**config.mk**
```make
export PLATFORM = sky130hd
export DESIGN_NAME = ctp_timer_pair
export DESIGN_NICKNAME = d
export VERILOG_FILES = /design/src/ctp_pkg.sv /design/src/ctp_prescaler.sv /design/src/ctp_timer_pair.sv
export SDC_FILE = /design/constraint.sdc
export NUM_CORES = 1
export LEC_CHECK = 0
export ABC_AREA = 1
export BUFFER_PORTS_ARGS = -buffer_cell sky130_fd_sc_hd__clkbuf_2
export CORE_MARGIN = 1
export CORE_UTILIZATION = 30
export DETAILED_ROUTE_END_ITERATION = 12
export PLACE_DENSITY = 0.55
export SLEW_MARGIN = 20
export SYNTH_ARGS = -nofsm -noshare
export SYNTH_HDL_FRONTEND = slang
export SYNTH_SLANG_ARGS = --single-unit
```
**constraint.sdc**
```tcl
create_clock -name sys_clk -period 2.8 [get_ports sys_clk]
set_clock_uncertainty 0.2 [all_clocks]
set_input_delay 0.14 -clock sys_clk [delete_from_list [all_inputs] [get_ports sys_clk]]
set_output_delay 0.14 -clock sys_clk [all_outputs]
set_load 0.02 [all_outputs]
```
**src/ctp_pkg.sv**
```systemverilog
package ctp_pkg;
  // structure
  localparam int         UNITS        = 2;
  localparam int         BYTE_W       = 8;
  localparam int         ADDR_W       = 8;
  localparam int         DATA_W       = 32;
  // register map, one aligned word each
  localparam logic [7:0] OFS_CTRL     = 8'h00;
  localparam logic [7:0] OFS_PERIOD   = 8'h04;
  localparam logic [7:0] OFS_DUTY     = 8'h08;
  localparam logic [7:0] UNIT_STRIDE  = 8'h10;
  localparam logic [7:0] OFS_STATUS   = 8'h20;
  // control register fields
  localparam int         RUN_BIT      = 3;
  localparam int         FLOP_BIT     = 7;
  localparam int         MODE_LSB     = 0;
  localparam int         MODE_MSB     = 2;
  localparam int         CLKSEL_LSB   = 4;
  localparam int         CLKSEL_MSB   = 6;
  localparam logic [7:0] CTRL_RESET   = 8'h00;
  localparam logic [7:0] REG_RESET    = 8'h00;
  // operating modes (low three control bits)
  localparam logic [2:0] MODE_TIMER8  = 3'h0;
  localparam logic [2:0] MODE_PDO     = 3'h1;
  localparam logic [2:0] MODE_PWM8    = 3'h2;
  localparam logic [2:0] MODE_T16_LOW = 3'h3;
  localparam logic [2:0] MODE_T16_UP  = 3'h4;
  // source clock select codes
  localparam int         NUM_CLKSEL   = 8;
  localparam int         CLK_SLOW     = 0;
  localparam int         CLK_DIV7     = 1;
  localparam int         CLK_DIV5     = 2;
  localparam int         CLK_DIV3     = 3;
  localparam int         CLK_FS       = 4;
  localparam int         CLK_HALF     = 5;
  localparam int         CLK_FULL     = 6;
  localparam int         CLK_NONE     = 7;
  // divider exponents of the system clock
  localparam int         PRE_W        = 11;
  localparam int         EXP_DIV7     = 7;
  localparam int         EXP_DIV5     = 5;
  localparam int         EXP_DIV3     = 3;
  localparam int         FS_DIV_W     = 3;
  localparam logic [7:0] CNT_MAX      = 8'hFF;
  localparam logic [7:0] CNT_ZERO     = 8'h00;
endpackage

```
**src/ctp_prescaler.sv**
```systemverilog
`timescale 1ns/1ps
// divides the system clock and the slow oscillator into one-cycle enables
module ctp_prescaler (
  input  wire logic                            sys_clk,
  input  wire logic                            rstn,
  input  wire logic                            lowFreqOsc,
  input  wire logic                            slowPrescaleSelect,
  output logic [ctp_pkg::NUM_CLKSEL-1:0]       clkEn
);
  logic [ctp_pkg::PRE_W-1:0]    preReg;
  logic [ctp_pkg::PRE_W-1:0]    preNext;
  logic [ctp_pkg::FS_DIV_W-1:0] fsDivReg;
  logic [ctp_pkg::FS_DIV_W-1:0] fsDivNext;
  logic                         fsMetaReg;
  logic                         fsSyncReg;
  logic                         fsLastReg;
  logic                         fsPulse;

  // slow oscillator edge becomes a pulse; first stage feeds only the second
  always_comb begin
    preNext   = preReg + 1'b1;
    fsPulse   = fsSyncReg & ~fsLastReg;
    fsDivNext = fsPulse ? fsDivReg + 1'b1 : fsDivReg;
  end

  always_ff @(posedge sys_clk or negedge rstn) begin
    if (!rstn) begin
      preReg    <= '0;
      fsDivReg  <= '0;
      fsMetaReg <= 1'b0;
      fsSyncReg <= 1'b0;
      fsLastReg <= 1'b0;
    end else begin
      preReg    <= preNext;
      fsDivReg  <= fsDivNext;
      fsMetaReg <= lowFreqOsc;
      fsSyncReg <= fsMetaReg;
      fsLastReg <= fsSyncReg;
    end
  end

  // a power-of-two rate fires when the low counter bits are all ones
  always_comb begin
    clkEn                     = '0;
    clkEn[ctp_pkg::CLK_SLOW]  = slowPrescaleSelect ? (fsPulse & (&fsDivReg))
                                                   : (&preReg);
    clkEn[ctp_pkg::CLK_DIV7]  = &preReg[ctp_pkg::EXP_DIV7-1:0];
    clkEn[ctp_pkg::CLK_DIV5]  = &preReg[ctp_pkg::EXP_DIV5-1:0];
    clkEn[ctp_pkg::CLK_DIV3]  = &preReg[ctp_pkg::EXP_DIV3-1:0];
    clkEn[ctp_pkg::CLK_FS]    = fsPulse;
    clkEn[ctp_pkg::CLK_HALF]  = preReg[0];
    clkEn[ctp_pkg::CLK_FULL]  = 1'b1;
    clkEn[ctp_pkg::CLK_NONE]  = 1'b0;
  end
endmodule

```
**src/ctp_timer_pair.sv**
```systemverilog
// Design decisions made here: the placing of the registers and register access over APB.
`timescale 1ns/1ps
module ctp_timer_pair (
  input  wire logic                        sys_clk,
  input  wire logic                        rstn,
  input  wire logic                        psel,
  input  wire logic                        penable,
  input  wire logic                        pwrite,
  input  wire logic [ctp_pkg::ADDR_W-1:0]  paddr,
  input  wire logic [ctp_pkg::DATA_W-1:0]  pwdata,
  output logic [ctp_pkg::DATA_W-1:0]       prdata,
  output logic                             pready,
  output logic                             pslverr,
  input  wire logic                        lowFreqOsc,
  input  wire logic                        slowPrescaleSelect,
  output logic [ctp_pkg::UNITS-1:0]        unitMatchIrq,
  output logic [ctp_pkg::UNITS-1:0]        dividerOutPinN,
  output logic [ctp_pkg::UNITS-1:0]        modulatedOutPinN
);
  localparam int U = ctp_pkg::UNITS;
  localparam int B = ctp_pkg::BYTE_W;

  logic [B-1:0]                  ctrlReg   [U];
  logic [B-1:0]                  ctrlNext  [U];
  logic [B-1:0]                  perReg    [U];
  logic [B-1:0]                  perNext   [U];
  logic [B-1:0]                  dutyReg   [U];
  logic [B-1:0]                  dutyNext  [U];
  logic [B-1:0]                  holdReg   [U];
  logic [B-1:0]                  holdNext  [U];
  logic [B-1:0]                  cntReg    [U];
  logic [B-1:0]                  cntNext   [U];
  logic [U-1:0]                  flopReg;
  logic [U-1:0]                  flopNext;
  logic [U-1:0]                  irqReg;
  logic [U-1:0]                  irqNext;
  logic [ctp_pkg::DATA_W-1:0]    rdReg;
  logic [ctp_pkg::DATA_W-1:0]    rdNext;
  logic [ctp_pkg::NUM_CLKSEL-1:0] clkEn;
  logic [U-1:0]                  tick;
  logic [U-1:0]                  effRun;
  logic [U-1:0]                  ctrlWr;
  logic [U-1:0]                  perWr;
  logic [U-1:0]                  dutyWr;
  logic [U-1:0]                  ctrlRd;
  logic [U-1:0]                  perRd;
  logic [U-1:0]                  dutyRd;
  logic [2:0]                    mode      [U];
  logic                          cascade;
  logic                          wrAcc;
  logic                          setup;
  logic                          hit;
  logic [2*B-1:0]                fullInc;

  ctp_prescaler u_prescaler (
    .sys_clk            (sys_clk),
    .rstn               (rstn),
    .lowFreqOsc         (lowFreqOsc),
    .slowPrescaleSelect (slowPrescaleSelect),
    .clkEn              (clkEn)
  );

  // bus phases: zero wait states, so pready is a constant high
  assign wrAcc   = psel & penable & pwrite;
  assign setup   = psel & ~penable;
  assign pready  = 1'b1;
  assign cascade = (ctrlReg[1][ctp_pkg::MODE_MSB:ctp_pkg::MODE_LSB]
                    == ctp_pkg::MODE_T16_UP);
  assign fullInc = {cntReg[1], cntReg[0]} + 16'h0001;

  // per-unit decode; in 16-bit mode both halves follow the lower clock
  // and the upper run bit
  genvar g;
  generate
    for (g = 0; g < U; g = g + 1) begin : g_unit
      localparam logic [7:0] BASE = 8'(g) * ctp_pkg::UNIT_STRIDE;
      assign mode[g]   = ctrlReg[g][ctp_pkg::MODE_MSB:ctp_pkg::MODE_LSB];
      assign tick[g]   = cascade
        ? clkEn[ctrlReg[0][ctp_pkg::CLKSEL_MSB:ctp_pkg::CLKSEL_LSB]]
        : clkEn[ctrlReg[g][ctp_pkg::CLKSEL_MSB:ctp_pkg::CLKSEL_LSB]];
      assign effRun[g] = cascade ? ctrlReg[1][ctp_pkg::RUN_BIT]
                                 : ctrlReg[g][ctp_pkg::RUN_BIT];
      assign ctrlRd[g] = (paddr == BASE + ctp_pkg::OFS_CTRL);
      assign perRd[g]  = (paddr == BASE + ctp_pkg::OFS_PERIOD);
      assign dutyRd[g] = (paddr == BASE + ctp_pkg::OFS_DUTY);
      assign ctrlWr[g] = wrAcc & ctrlRd[g];
      assign perWr[g]  = wrAcc & perRd[g];
      assign dutyWr[g] = wrAcc & dutyRd[g];
      assign dividerOutPinN[g]   = ~flopReg[g];
      assign modulatedOutPinN[g] = ~flopReg[g];
    end
  endgenerate

  // counting, compare and bus writes; bus writes are applied last
  always_comb begin
    for (int u = 0; u < U; u++) begin
      ctrlNext[u] = ctrlReg[u];
      perNext[u]  = perReg[u];
      dutyNext[u] = dutyReg[u];
      holdNext[u] = holdReg[u];
      cntNext[u]  = cntReg[u];
    end
    flopNext = flopReg;
    irqNext  = '0;
    if (cascade) begin
      if (effRun[1] && tick[0]) begin
        if (fullInc == {perReg[1], perReg[0]}) begin
          cntNext[0] = ctp_pkg::CNT_ZERO;
          cntNext[1] = ctp_pkg::CNT_ZERO;
          irqNext[1] = 1'b1;
        end else begin
          cntNext[0] = fullInc[B-1:0];
          cntNext[1] = fullInc[2*B-1:B];
        end
      end else if (!effRun[1]) begin
        cntNext[0] = ctp_pkg::CNT_ZERO;
        cntNext[1] = ctp_pkg::CNT_ZERO;
      end
    end else begin
      for (int u = 0; u < U; u++) begin
        if (!effRun[u]) begin
          // stopped: counter clears, flop keeps the pin level
          cntNext[u] = ctp_pkg::CNT_ZERO;
        end else if (tick[u] && mode[u] == ctp_pkg::MODE_PWM8) begin
          if (cntReg[u] == ctp_pkg::CNT_MAX) begin
            cntNext[u]  = ctp_pkg::CNT_ZERO;
            flopNext[u] = ~flopReg[u];
            irqNext[u]  = 1'b1;
            dutyNext[u] = holdReg[u];
          end else begin
            cntNext[u] = cntReg[u] + 8'h01;
            if (cntReg[u] + 8'h01 == dutyReg[u]) begin
              flopNext[u] = ~flopReg[u];
            end
          end
        end else if (tick[u]) begin
          if (cntReg[u] + 8'h01 == perReg[u]) begin
            cntNext[u] = ctp_pkg::CNT_ZERO;
            irqNext[u] = 1'b1;
            if (mode[u] == ctp_pkg::MODE_PDO) begin
              flopNext[u] = ~flopReg[u];
            end
          end else begin
            cntNext[u] = cntReg[u] + 8'h01;
          end
        end
      end
    end
    for (int u = 0; u < U; u++) begin
      if (ctrlWr[u]) begin
        ctrlNext[u] = pwdata[B-1:0];
        // flop loads only while stopped, so a stop write leaves the pin
        if (!ctrlReg[u][ctp_pkg::RUN_BIT]) begin
          flopNext[u] = pwdata[ctp_pkg::FLOP_BIT];
        end
      end
      if (perWr[u]) begin
        perNext[u] = pwdata[B-1:0];
      end
      if (dutyWr[u]) begin
        // a write in the transfer cycle lands in hold; old hold goes live
        holdNext[u] = pwdata[B-1:0];
        if (!effRun[u]) begin
          dutyNext[u] = pwdata[B-1:0];
        end
      end
    end
  end

  // read data captured in the setup phase, valid through the access
  always_comb begin
    rdNext = rdReg;
    hit    = (paddr == ctp_pkg::OFS_STATUS);
    for (int u = 0; u < U; u++) begin
      hit = hit | ctrlRd[u] | perRd[u] | dutyRd[u];
    end
    if (setup) begin
      rdNext = '0;
      if (paddr == ctp_pkg::OFS_STATUS) begin
        rdNext[2*B+U-1:0] = {flopReg, cntReg[1], cntReg[0]};
      end
      for (int u = 0; u < U; u++) begin
        if (ctrlRd[u]) rdNext[B-1:0] = ctrlReg[u];
        if (perRd[u])  rdNext[B-1:0] = perReg[u];
        if (dutyRd[u]) rdNext[B-1:0] = dutyReg[u];
      end
    end
  end

  assign prdata       = rdReg;
  assign pslverr      = psel & penable & ~hit;
  assign unitMatchIrq = irqReg;

  // all state registers; reset clears the output flops
  always_ff @(posedge sys_clk or negedge rstn) begin
    if (!rstn) begin
      for (int u = 0; u < U; u++) begin
        ctrlReg[u] <= ctp_pkg::CTRL_RESET;
        perReg[u]  <= ctp_pkg::REG_RESET;
        dutyReg[u] <= ctp_pkg::REG_RESET;
        holdReg[u] <= ctp_pkg::REG_RESET;
        cntReg[u]  <= ctp_pkg::CNT_ZERO;
      end
      flopReg <= '0;
      irqReg  <= '0;
      rdReg   <= '0;
    end else begin
      for (int u = 0; u < U; u++) begin
        ctrlReg[u] <= ctrlNext[u];
        perReg[u]  <= perNext[u];
        dutyReg[u] <= dutyNext[u];
        holdReg[u] <= holdNext[u];
        cntReg[u]  <= cntNext[u];
      end
      flopReg <= flopNext;
      irqReg  <= irqNext;
      rdReg   <= rdNext;
    end
  end
endmodule

```
# After elaboration in Yosys (flattened, before gate mapping)
# Index checks and enable logic that the tools add are counted.
# word_totals
register_bits,119
elab_cells,152
# op_classes
addsub,5
order_cmp,2
eq_ne,21
muxes,72
bitwise,23
reduce_logical,11
# op_table
op,count
$mux 8,26
$mux 16,5
$mux 1,37
$eq 8x8->1,4
$eq 8x5->1 const B,3
$mux 18,1
$add 16x1->16 const B,1
$add 8x1->8 const B,2
$eq 16x16->1,1
$eq 8x8->1 const B,2
$and 1x1->1,12
$add 11x1->11 const B,1
$reduce_and 11->1,1
$eq 8x3->1 const B,1
$eq 8x4->1 const B,1
$eq 8x6->1 const B,1
$logic_not 8->1,1
$lt 3x4->1 const B,2
$ne 4x1->1 const B,2
$reduce_and 7->1,1
$bmux 1 s3,2
$eq 3x1->1 const B,2
$eq 3x2->1 const B,2
$or 1x1->1,6
9 further kinds,17

# Longest topological paths before layout
# Gate-level depths: netlist (run 1).
# depth
ltp_word,13
ltp_mapped,19
ltp_nobuf,19

# Cells and area by module
# Synthesis (run 1) repeated with hierarchy kept, for this count alone.
# unflattened
cells_unflattened,1030
area_unflattened_um2,7229.4
# by_module_without_submodules
mod,instances,cells_each,area_each_um2,seq_area_each_um2
ctp_timer_pair,1,941,6422.4,2552.4
ctp_prescaler,1,89,807.0,425.4

# Least setup slack after synthesis (run 1)
# OpenSTA, ideal clock, no wires.
# synth_timing
path_type,reg2reg
start,register u_prescaler.preReg[0] (netlist name)
end,register cntReg[6] (netlist name)
setup_ps,122
arrival_time_ps,1997
t_required_ps,2478
setup_slack_ps,481
path_stages_with_launch,17
n_path_buf,0
period_less_slack_ps,2319
path_cell_list,dfrtp_1 -> ha_1 -> nand3_1 -> inv_1 -> ha_1 -> inv_1 -> nand2_1 -> o21ai_0 -> a21oi_1 -> nand2_2 -> nand3_2 -> nand2_1 -> inv_1 -> nor2_2 -> inv_1 -> nor2_1 -> a21oi_1
# synth_via
elab_chain_cells,9
elab_cells_between_ends,19
cone_classes,2 x eq/ne; 10 x mux; 7 x reduce/logical
# synth_rtl
item,line,source
from (decl),ctp_prescaler.sv:10,logic [ctp_pkg::PRE_W-1:0] preReg;
from (signal assigned),ctp_prescaler.sv:34,preReg <= preNext;
$reduce_and 11->1,ctp_prescaler.sv:46,: (&preReg);
$mux 1,ctp_prescaler.sv:45,clkEn[ctp_pkg::CLK_SLOW] = slowPrescaleSelect ? (fsPulse & (&fsDivReg))
$bmux 1 s3 (on tied branches),"ctp_timer_pair.sv:80, ctp_timer_pair.sv:79",
$mux 1 (on tied branches),"ctp_timer_pair.sv:80, ctp_timer_pair.sv:79",
$mux 1,ctp_timer_pair.sv:79,? clkEn[ctrlReg[0][ctp_pkg::CLKSEL_MSB:ctp_pkg::CLKSEL_LSB]]
$logic_and 1x1->1,ctp_timer_pair.sv:124,end else if (tick[u] && mode[u] == ctp_pkg::MODE_PWM8) begin
$mux 8,ctp_timer_pair.sv:124,
$mux 8,ctp_timer_pair.sv:121,if (!effRun[u]) begin
$mux 16,ctp_timer_pair.sv:105,if (cascade) begin
"to (signal, indexed assignment)",ctp_timer_pair.sv:202,cntReg[u] <= ctp_pkg::CNT_ZERO;
"to (signal, indexed assignment)",ctp_timer_pair.sv:213,cntReg[u] <= cntNext[u];
to (decl),ctp_timer_pair.sv:31,logic [B-1:0] cntReg [U];
# Several ways; a longest one is shown, not always the timed one. The select of a mux whose other input is x is not followed.
# A chain may end at the register's enable or synchronous reset.

# Final worst setup path (run 1)
# layout_timing
start,register cntReg[8] (netlist name)
end,register irqReg[0] (netlist: unitMatchIrq[0])
# layout_via
elab_chain_cells,7
elab_cells_between_ends,9
cone_classes,1 x add/sub; 2 x eq/ne; 6 x mux
# layout_rtl
item,line,source
$add 8x1->8,ctp_timer_pair.sv:137,if (cntReg[u] + 8'h01 == perReg[u]) begin
$eq 8x8->1,ctp_timer_pair.sv:137,
$mux 1,ctp_timer_pair.sv:137,
$mux 1,ctp_timer_pair.sv:136,end else if (tick[u]) begin
$mux 1 *,ctp_timer_pair.sv:124,
$mux 1 *,ctp_timer_pair.sv:121,
$mux 1 *,ctp_timer_pair.sv:105,
net irqNext[0],ctp_timer_pair.sv:36,logic [U-1:0] irqNext;
to (signal assigned),ctp_timer_pair.sv:216,irqReg <= irqNext;
to (decl),ctp_timer_pair.sv:35,logic [U-1:0] irqReg;
# The timed path passes the listed nets; every way through them passes the cells marked *.

==> results of run 1 <==
per-stage QoR:
| stage | util, % | worst slack [ns] | cells | hold WS, ns |
|---|---|---|---|---|
| 5_1_grt | 36.5 | 0.00165 | 1470 | 0.0558 |
| 4_1_cts | 36.3 | 0.202 | 1466 | 0.0317 |
| 6_report | 36.5 | 0.217 | 1470 | 0.0161 |
| 3_5_place_dp | 33.4 | 0.207 | 1426 | -0.0649 |
| 3_3_place_gp | 33.4 | 0.245 | 1426 | -0.0607 |
| 2_1_floorplan | - | 0.481 | 1068 | -0.356 |
Yosys cell counts, drive strengths merged:
| cell type | instances | share of area [%] |
|---|---|---|
| a2111oi | 1 | 0.12 |
| a21oi | 35 | 2.3 |
| a22oi | 8 | 0.80 |
| a31oi | 1 | 0.084 |
| buf | 30 | 2.8 |
| clkbuf | 11 | 0.55 |
| clkinv | 2 | 0.10 |
| conb | 2 | 0.10 |
| dfrtp | 119 | 40 |
| ha | 8 | 1.3 |
| inv | 113 | 5.7 |
| mux2 | 7 | 1.1 |
| nand2 | 417 | 21 |
| nand3 | 78 | 5.7 |
| nand3b | 8 | 0.80 |
| nand4 | 15 | 1.3 |
| nor2 | 68 | 4.4 |
| nor3 | 13 | 1.3 |
| nor4 | 1 | 0.17 |
| o2111ai | 1 | 0.12 |
| o21ai | 73 | 4.9 |
| o221ai | 1 | 0.12 |
| o22ai | 5 | 0.42 |
| o31ai | 10 | 1.0 |
| o41ai | 1 | 0.12 |
| or2 | 1 | 0.084 |
| xnor2 | 7 | 0.82 |
| xnor3 | 2 | 0.60 |
| xor2 | 17 | 2.0 |
state kept, by name, summed over array words and instances, names as in the netlist, 3 cells and up:
register and count:
u_prescaler.preReg 11, prdata 18, perReg 16, u_prescaler.fsDivReg 3
cntReg 16, dutyReg 16, ctrlReg 16, holdReg 16
where the power goes:
group / leakage [uW] / switching [uW] / internal [uW]
Clock: 0.000299 / 790 / 1490
Sequential: 0.00157 / 122 / 1810
Combinational: 0.00259 / 551 / 356
critical path: stages, from the launching register on:
cell and delay [ns]:
dfrtp_1 0.37, buf_4 0.21, ha_1 0.22, nand3_2 0.09, nand2_1 0.13, nand2_1 0.12
nand2_1 0.09, nand2_1 0.06, nor2_2 0.11, nand3_2 0.14, buf_4 0.17, o41ai_1 0.49
routing by layer:
metal | track usage [%] | wire (um)
met5 | 0 | 0
met4 | 7.66 | 620
met3 | 2.91 | 1210
met2 | 27.2 | 9790
met1 | 25.9 | 10800
logic make-up after synthesis:
logic type / synth area share [%]
simple gates: 35.2
buf+inv: 9.09
compound gates: 10.0
flops: 39.8
xor+xnor: 3.41
fa+ha+maj: 1.34
mux: 1.05
other cells: 0.100
layout make-up:
cell class	instances	area, um2
inverter	115	432
fill	2595	15500
timing repair buffer	89	591
tap	324	405
clock inverter	10	154
clock buffer	20	447
multi-input combinational	793	3890
sequential	119	2980
layout by cell type (no fill, tap or decap), types with 4 or more instances in the layout:
master         instances
clkinv_2               5
nand2_1              403
buf_4                 32
o31ai_1               10
inv_2                  9
nand2_2               13
clkbuf_16             17
nor2_4                 7
nor2_2                12
xor2_1                17
ha_1                   7
o21ai_0               70
conb_1                15
nand3b_1               8
a21oi_1               35
mux2_2                 7
nand3_2                5
dlygate4sd3_1         10
nand3_1               72
o22ai_1                5
nand4_1               15
clkbuf_2              46
nor2_1                49
bufinv_16              4
inv_1                104
xnor2_1                7
a22oi_1                8
nor3_1                 9
dfrtp_1              119
timing repair:
| item | 4_1_cts | 5_1_grt |
|---|---|---|
| setup buffers | 0 | 4 |
| gates resized for setup | 0 | 3 |
| hold endpoints to repair | 120 | 0 |
| hold buffers | 10 | 0 |
| setup endpoints to repair | 0 | 6 |
final timing paths:
check	start	to	slack [ns]
worst max-delay path	cntReg[8]	unitMatchIrq[0]	0.22
worst min-delay path	rstn	u_prescaler.fsDivReg[1]	0.02
worst max register to register	cntReg[8]	unitMatchIrq[0]	0.22
worst min register to register	u_prescaler.fsMetaReg	u_prescaler.fsSyncReg	0.15
max in group asynchronous	rstn	perReg[3]	1.63
min in group sys_clk	paddr[4]	prdata[15]	0.11
==> flow_summary.json, run 1 <==
{
  "clock-sinks": 119,
  "synthDistinctLibCells": 41,
  "fmax_ghz": 0.387,
  "worstSkewPairLatency_ns": 0.43,
  "ant_nets": 0,
  "relSlewSlack_pct": 39.9,
  "synth_cells": 1055,
  "grt_util_all_layers_pct": 18.2,
  "drive_gt1_share_pct": 14.8,
  "io_buffers": 47,
  "path_max_fanout": 10,
  "grt_pass1_vias": 6403,
  "cts_root_buf": "clkbuf_16",
  "cts.clk_slew.worst_paths_ns": 0.06,
  "finalHoldViolCount": 0,
  "crit_path_start_kind": "flop",
  "powerDensity_nw_per_um2": 576,
  "final_net_count": 1190,
  "routed_wl_um": 22400,
  "grt_remaining_overflow": 0,
  "drc": 0,
  "fin_setup_tns_ns": 0,
  "cp-end-kind": "flop",
  "status": "finished clean",
  "final_area_um2": 8890,
  "io_pins": 87,
  "cts_made_buffers": 17,
  "rsz0062_at_grt": "false",
  "ys_seq_area_share_pct": 39.8,
  "grt_max_degree": 47,
  "yosysWarnings": 0,
  "grt_first_pass_wirelength_um": 35600,
  "gp_congestion": 0.924,
  "peakVddDrop_mv": 0.360,
  "power_uw": 5120,
  "leakagePower_uw": 0.00446,
  "core_um2": 24400,
  "dieHeight_um": 160,
  "post-route-period-util_pct": 92.2,
  "rows": 57,
  "tightest_slew_ns": 0.898,
  "drt_iter0_markers": 512,
  "hold_path_class": "input pin to async pin",
  "placed_cell_area_um2": 8150,
  "r2r_cells": 11,
  "postSynthRegisterBits": 119,
  "vias": 6901,
  "firstDrtPassIters": 5,
  "synth_area_per_cell_um2": 7.10,
  "wl_per_cell_um": 15.3,
  "syn_area_um2": 7490,
  "die_area_um2": 25600,
  "arrival_ns": 2.63,
  "chipWidth_um": 160,
  "crit_type": "flop to flop",
  "cts_tree": "done",
  "synthToLayoutAreaGrowth_pct": 18.7,
  "start_util_pct": 30.7,
  "htreeDepth": 4,
  "critPathRequiredTime_ns": 2.85,
  "period_minus_slack_ns": 2.58,
  "antenna_found_initial": 0,
  "antenna_cells": 0,
  "cap_violations": 0,
  "setup_viol": 0,
  "drv_slew": 0,
  "clockBufferDepth": 2,
  "dp_hpwl_um": 17000,
  "routed_via_density": 4.69
}
No activity file was read; power rests on OpenSTA's default activity.
==> run 2: changes to the inputs <==
--- a/config.mk
+++ b/config.mk
@@ -10,7 +10,9 @@
 export CORE_MARGIN = 1
 export CORE_UTILIZATION = 30
 export DETAILED_ROUTE_END_ITERATION = 12
+export HOLD_SLACK_MARGIN = 0.1
 export PLACE_DENSITY = 0.55
+export SKIP_CTS_REPAIR_TIMING = 1
 export SLEW_MARGIN = 20
 export SYNTH_ARGS = -nofsm -noshare
 export SYNTH_HDL_FRONTEND = slang
==> constraint.sdc (replaced) <==
create_clock -name sys_clk -period 2.4 [get_ports sys_clk]
set_clock_uncertainty 0.2 [all_clocks]
set_input_delay 0.12 -clock sys_clk [delete_from_list [all_inputs] [get_ports sys_clk]]
set_output_delay 0.12 -clock sys_clk [all_outputs]
set_load 0.02 [all_outputs]
==> flow_summary.json, run 2 (synthesized netlist as in run 1, its figures left out) <==
{
  "status": "complete, but fails checks",
  "failed_checks": "negative setup slack",
  "clockBufferDepth": 2,
  "htreeDepth": 4,
  "antenna_found_initial": 0,
  "leakagePower_uw": 0.00487,
  "drive_gt1_share_pct": 22.6,
  "grt_remaining_overflow": 0,
  "p_switching_uw": 1850,
  "largest_reg_flops": 18,
  "grt_first_pass_wirelength_um": 36800,
  "tightest_slew_ns": 0.995,
  "rows": 57,
  "crit_path_start_kind": "flop",
  "crit_type": "flop to flop",
  "cp-end-kind": "flop",
  "final_cell_mix": "nand2_1, dfrtp_1, inv_1, buf_4, nand3_1",
  "grt_util_all_layers_pct": 18.7,
  "wl_per_cell_um": 15.7,
  "drt_iter0_markers": 579,
  "core_um2": 24400,
  "placed_cells": 1475,
  "critPathRequiredTime_ns": 2.54,
  "worstSkewPairLatency_ns": 0.43,
  "nFillCells": 2549,
  "dieHeight_um": 160,
  "grt_max_degree": 56,
  "grt_pass1_vias": 6587,
  "vias": 7229,
  "relSlewSlack_pct": 33.4,
  "swShare_pct": 28.4,
  "placed_cell_area_um2": 8570,
  "pwr-share-clk_pct": 46.0,
  "clock-sinks": 119,
  "io_buffers": 47,
  "firstDrtPassIters": 6,
  "peakVddDrop_mv": 0.364,
  "cts_root_buf": "clkbuf_16",
  "routed_wl_um": 24000,
  "final_util_pct": 40.0,
  "layout.cells.non_filler": 1531,
  "power_uw": 6490,
  "cts_tree": "done",
  "post-route-period-util_pct": 103,
  "hold_path_class": "input pin to flop",
  "gp_congestion": 0.927,
  "cts.clk_slew.worst_paths_ns": 0.06,
  "r2r_cells": 17,
  "p_comb_share_pct": 19.3,
  "synthToLayoutAreaGrowth_pct": 30.4,
  "cts_made_buffers": 17,
  "p_seq_share_pct": 34.7,
  "routed_via_density": 4.72,
  "path_max_fanout": 5,
  "timing.final.ws_setup_ns": -0.0775,
  "arrival_ns": 2.62,
  "chipWidth_um": 160,
  "period_minus_slack_ns": 2.48,
  "start_util_pct": 30.7,
  "drc": 0,
  "drv_slew": 0,
  "p_int_uw": 4640,
  "powerDensity_nw_per_um2": 665,
  "ant_nets": 0,
  "antenna_cells": 0,
  "finalHoldViolCount": 0,
  "hold_depth": 6,
  "io_pins": 87,
  "fmax_ghz": 0.404,
  "die_area_um2": 25600,
  "cap_violations": 0,
  "setup_viol": 25,
  "final_common_cell": "nand2_1",
  "final_net_count": 1249,
  "reg2reg_slack_ns": -0.08,
  "final_area_um2": 9760,
  "dp_hpwl_um": 17600,
  "rsz0062_at_grt": "true"
}
[run 2: worst paths after layout]
check                                               end                   from
worst max-delay path                        dutyReg[12]  u_prescaler.preReg[0]
worst min-delay path                         dutyReg[6]                 pwrite
worst max register to register              dutyReg[12]  u_prescaler.preReg[0]
worst min register to register    u_prescaler.fsSyncReg  u_prescaler.fsMetaReg
max in group asynchronous                     cntReg[9]                   rstn
min in group asynchronous       u_prescaler.fsDivReg[1]                   rstn
[run 2: cell type report]
class                      instances  area, um2  share of cell area [%]
multi-input combinational        794       4100                    42.0
sequential                       119       2980                    30.5
timing repair buffer             146       1150                    11.8
clock buffer                      21        460                    4.72
inverter                         115        442                    4.52
tap                              324        405                    4.15
clock inverter                    11        218                    2.23
timing repair inverter             1       7.51                  0.0769
[run 2: per-stage QoR]
stage | setup WS, ns | hold WS [ns] | setup TNS, ns
2_1_floorplan | 0.0806 | -0.376 | 0
6_report | -0.0775 | 0.123 | -1.02
5_1_grt | -0.253 | 0.138 | -7.11
3_3_place_gp | -0.120 | -0.0985 | -1.37
4_1_cts | -0.146 | -0.554 | -2.63
3_5_place_dp | -0.139 | -0.100 | -2.12
[run 2: routing by layer]
layer / GRT usage [%] / up-vias / routed length, um
li1: - / 3635 / -
met1: 26.0 / 3365 / 11500
met2: 29.6 / 194 / 11100
met3: 3.51 / 35 / 1010
met4: 5.15 / 0 / 425
met5: 0 / - / 0
[run 2: power groups by stage]
stage / Sequential [uW] / Clock, uW / Combinational [uW]
after floorplan: 2230 / 0 / 696
after global placement: 2280 / 0 / 1150
after detailed placement: 2280 / 0 / 1160
after CTS: 2250 / 3030 / 1170
after global routing: 2260 / 3120 / 1380
final: 2250 / 2980 / 1250
[run 2: critical path, cell delays in order (launching register included)]
cell and delay, ns:
dfrtp_1 0.35, ha_2 0.19, nand3_2 0.08, inv_2 0.08
ha_4 0.12, inv_2 0.04, nand2_2 0.05, o21ai_1 0.06
a21oi_1 0.18, nand2_2 0.08, nand2_2 0.10, nand2_4 0.07
buf_6 0.13, nor3_4 0.19, buf_12 0.15, buf_6 0.11
a21oi_2 0.05, a22oi_1 0.18
==> run 3: changes to the inputs <==
--- a/config.mk
+++ b/config.mk
@@ -7,6 +7,7 @@
 export LEC_CHECK = 0
 export ABC_AREA = 1
 export BUFFER_PORTS_ARGS = -buffer_cell sky130_fd_sc_hd__clkbuf_2
+export CORE_ASPECT_RATIO = 2
 export CORE_MARGIN = 1
 export CORE_UTILIZATION = 30
 export DETAILED_ROUTE_END_ITERATION = 12
==> flow_summary.json, run 3 (synthesized netlist as in run 1, its figures left out) <==
{
  "drc": 0,
  "routed_wl_um": 28500,
  "swShare_pct": 31.9,
  "dieHeight_um": 225,
  "cts.clk_slew.worst_paths_ns": 0.06,
  "io_buffers": 47,
  "cts_root_buf": "clkbuf_16",
  "critical_path_buf_inv_count": 5,
  "largest_reg_flops": 18,
  "p_comb_share_pct": 22.4,
  "fin_setup_tns_ns": -1.50,
  "cap_violations": 0,
  "peakVddDrop_mv": 0.462,
  "cts_made_buffers": 17,
  "routed_via_density": 4.93,
  "io_pins": 87,
  "rsz0062_at_grt": "true",
  "timing.final.ws_setup_ns": -0.123,
  "crit_path_start_kind": "flop",
  "core_um2": 24500,
  "dp_hpwl_um": 21900,
  "finalHoldViolCount": 0,
  "worstPathCellList": "ha_2, nand3_2, inv_2, ha_4, inv_2, nand2_2, o21ai_2, a21oi_2, nand2_2, nand2_4, nand2_4, buf_6, nor3_4, buf_12, buf_12, a21oi_2, a22oi_1",
  "failed_checks": "negative setup slack",
  "cpPeakStageDelay_ns": 0.35,
  "post-route-period-util_pct": 105,
  "leakagePower_uw": 0.00504,
  "grt_first_pass_wirelength_um": 41800,
  "status": "complete, but fails checks",
  "synthToLayoutAreaGrowth_pct": 36.3,
  "cp_top_family": "simple AND/OR/NAND/NOR gates",
  "powerDensity_nw_per_um2": 608,
  "pwr-share-clk_pct": 40.9,
  "critPathRequiredTime_ns": 2.55,
  "register_area_um2": 2980,
  "antenna_found_initial": 1,
  "die_area_um2": 25600,
  "worstSkewPairLatency_ns": 0.44,
  "path_max_fanout": 8,
  "grt_remaining_overflow": 0,
  "setup_viol": 33,
  "vias": 7767,
  "final_area_um2": 10200,
  "relSlewSlack_pct": 42.4,
  "hold_depth": 2,
  "clockBufferDepth": 2,
  "hold_path_class": "input pin to flop",
  "grt_max_degree": 48,
  "p_int_uw": 4220,
  "tightest_slew_ns": 0.860,
  "wl_per_cell_um": 18.1,
  "drv_slew": 0,
  "cts_tree": "done",
  "chipWidth_um": 114,
  "arrival_ns": 2.67,
  "grt_pass1_vias": 7422,
  "rows": 81,
  "period_minus_slack_ns": 2.52,
  "drt_iter0_markers": 454,
  "clock-sinks": 119,
  "multi_input_area_um2": 4320,
  "r2r_cells": 17,
  "crit_type": "flop to flop",
  "p_switching_uw": 1980,
  "p_seq_share_pct": 36.7,
  "placed_cell_area_um2": 8830,
  "ant_nets": 0,
  "crit_cells": 17,
  "final_common_cell": "nand2_1",
  "final_cell_mix": "nand2_1, dfrtp_1, buf_4, inv_1",
  "drive_gt1_share_pct": 28.3,
  "antenna_cells": 0,
  "final_net_count": 1284,
  "fmax_ghz": 0.396,
  "firstDrtPassIters": 9,
  "gp_congestion": 0.964,
  "whs_ns": 0.129,
  "cp_slowest_cell": "dfrtp_1",
  "htreeDepth": 4,
  "nFillCells": 2617,
  "start_util_pct": 30.5,
  "cp-end-kind": "flop",
  "grt_util_all_layers_pct": 22.7
}
## run 3: cell count changes in the layout (fill, tap and decap cells not counted), sizes merged
| cell | change |
|---|---|
| buf | +35 |
| clkbuf | -4 |
| clkinv | +5 |
| clkinvlp | +3 |
| bufinv | -4 |
## run 3: final cells by class
type | instances | area share, %
multi-input cells | 794 | 42.4
well taps | 332 | 4.07
clock inverters | 15 | 1.53
flip-flops and latches | 119 | 29.2
repair buffers | 181 | 14.2
inverters | 115 | 4.35
repair inverters | 1 | 0.0736
clock buffers | 17 | 4.17
## run 3: per-stage QoR
| step | setup slack (ns) | std cells | total power [uW] | utilization, % |
|---|---|---|---|---|
| 3_3_place_gp | -0.380 | 1514 | 3420 | 36.0 |
| 4_1_cts | -0.437 | 1546 | 5970 | 38.4 |
| 3_5_place_dp | -0.414 | 1514 | 3420 | 36.0 |
| 5_1_grt | -0.222 | 1574 | 6460 | 41.6 |
| 2_1_floorplan | 0.0806 | 1068 | 2930 | - |
| 6_report | -0.123 | 1574 | 6210 | 41.6 |
## run 3: per-layer routing
| metal | part of all wire, % | wire (um) | GRT usage [%] |
|---|---|---|---|
| met1 | 33 | 9350 | 20.3 |
| met2 | 53 | 15100 | 41.6 |
| met3 | 3.3 | 955 | 3.31 |
| met4 | 11 | 3130 | 23.2 |
| met5 | 0 | 0 | 0 |
## run 3: power groups by stage
stage | sequential [uW] | combinational (uW) | clock (uW)
after floorplan | 2230 | 696 | 0
after global placement | 2290 | 1120 | 0
after detailed placement | 2300 | 1130 | 0
after CTS | 2260 | 1130 | 2580
after global routing | 2290 | 1530 | 2640
final | 2280 | 1390 | 2540
## run 3: path summary, 6_finish.rpt
path                                               to  slack, ns                   from
worst max-delay path                       dutyReg[9]      -0.12  u_prescaler.preReg[1]
worst min-delay path            u_prescaler.fsMetaReg       0.13             lowFreqOsc
worst max register to register             dutyReg[9]      -0.12  u_prescaler.preReg[1]
worst min register to register  u_prescaler.fsSyncReg       0.16  u_prescaler.fsMetaReg
max in group asynchronous                   cntReg[2]       1.10                   rstn
min in group asynchronous                  perReg[14]       0.62                   rstn
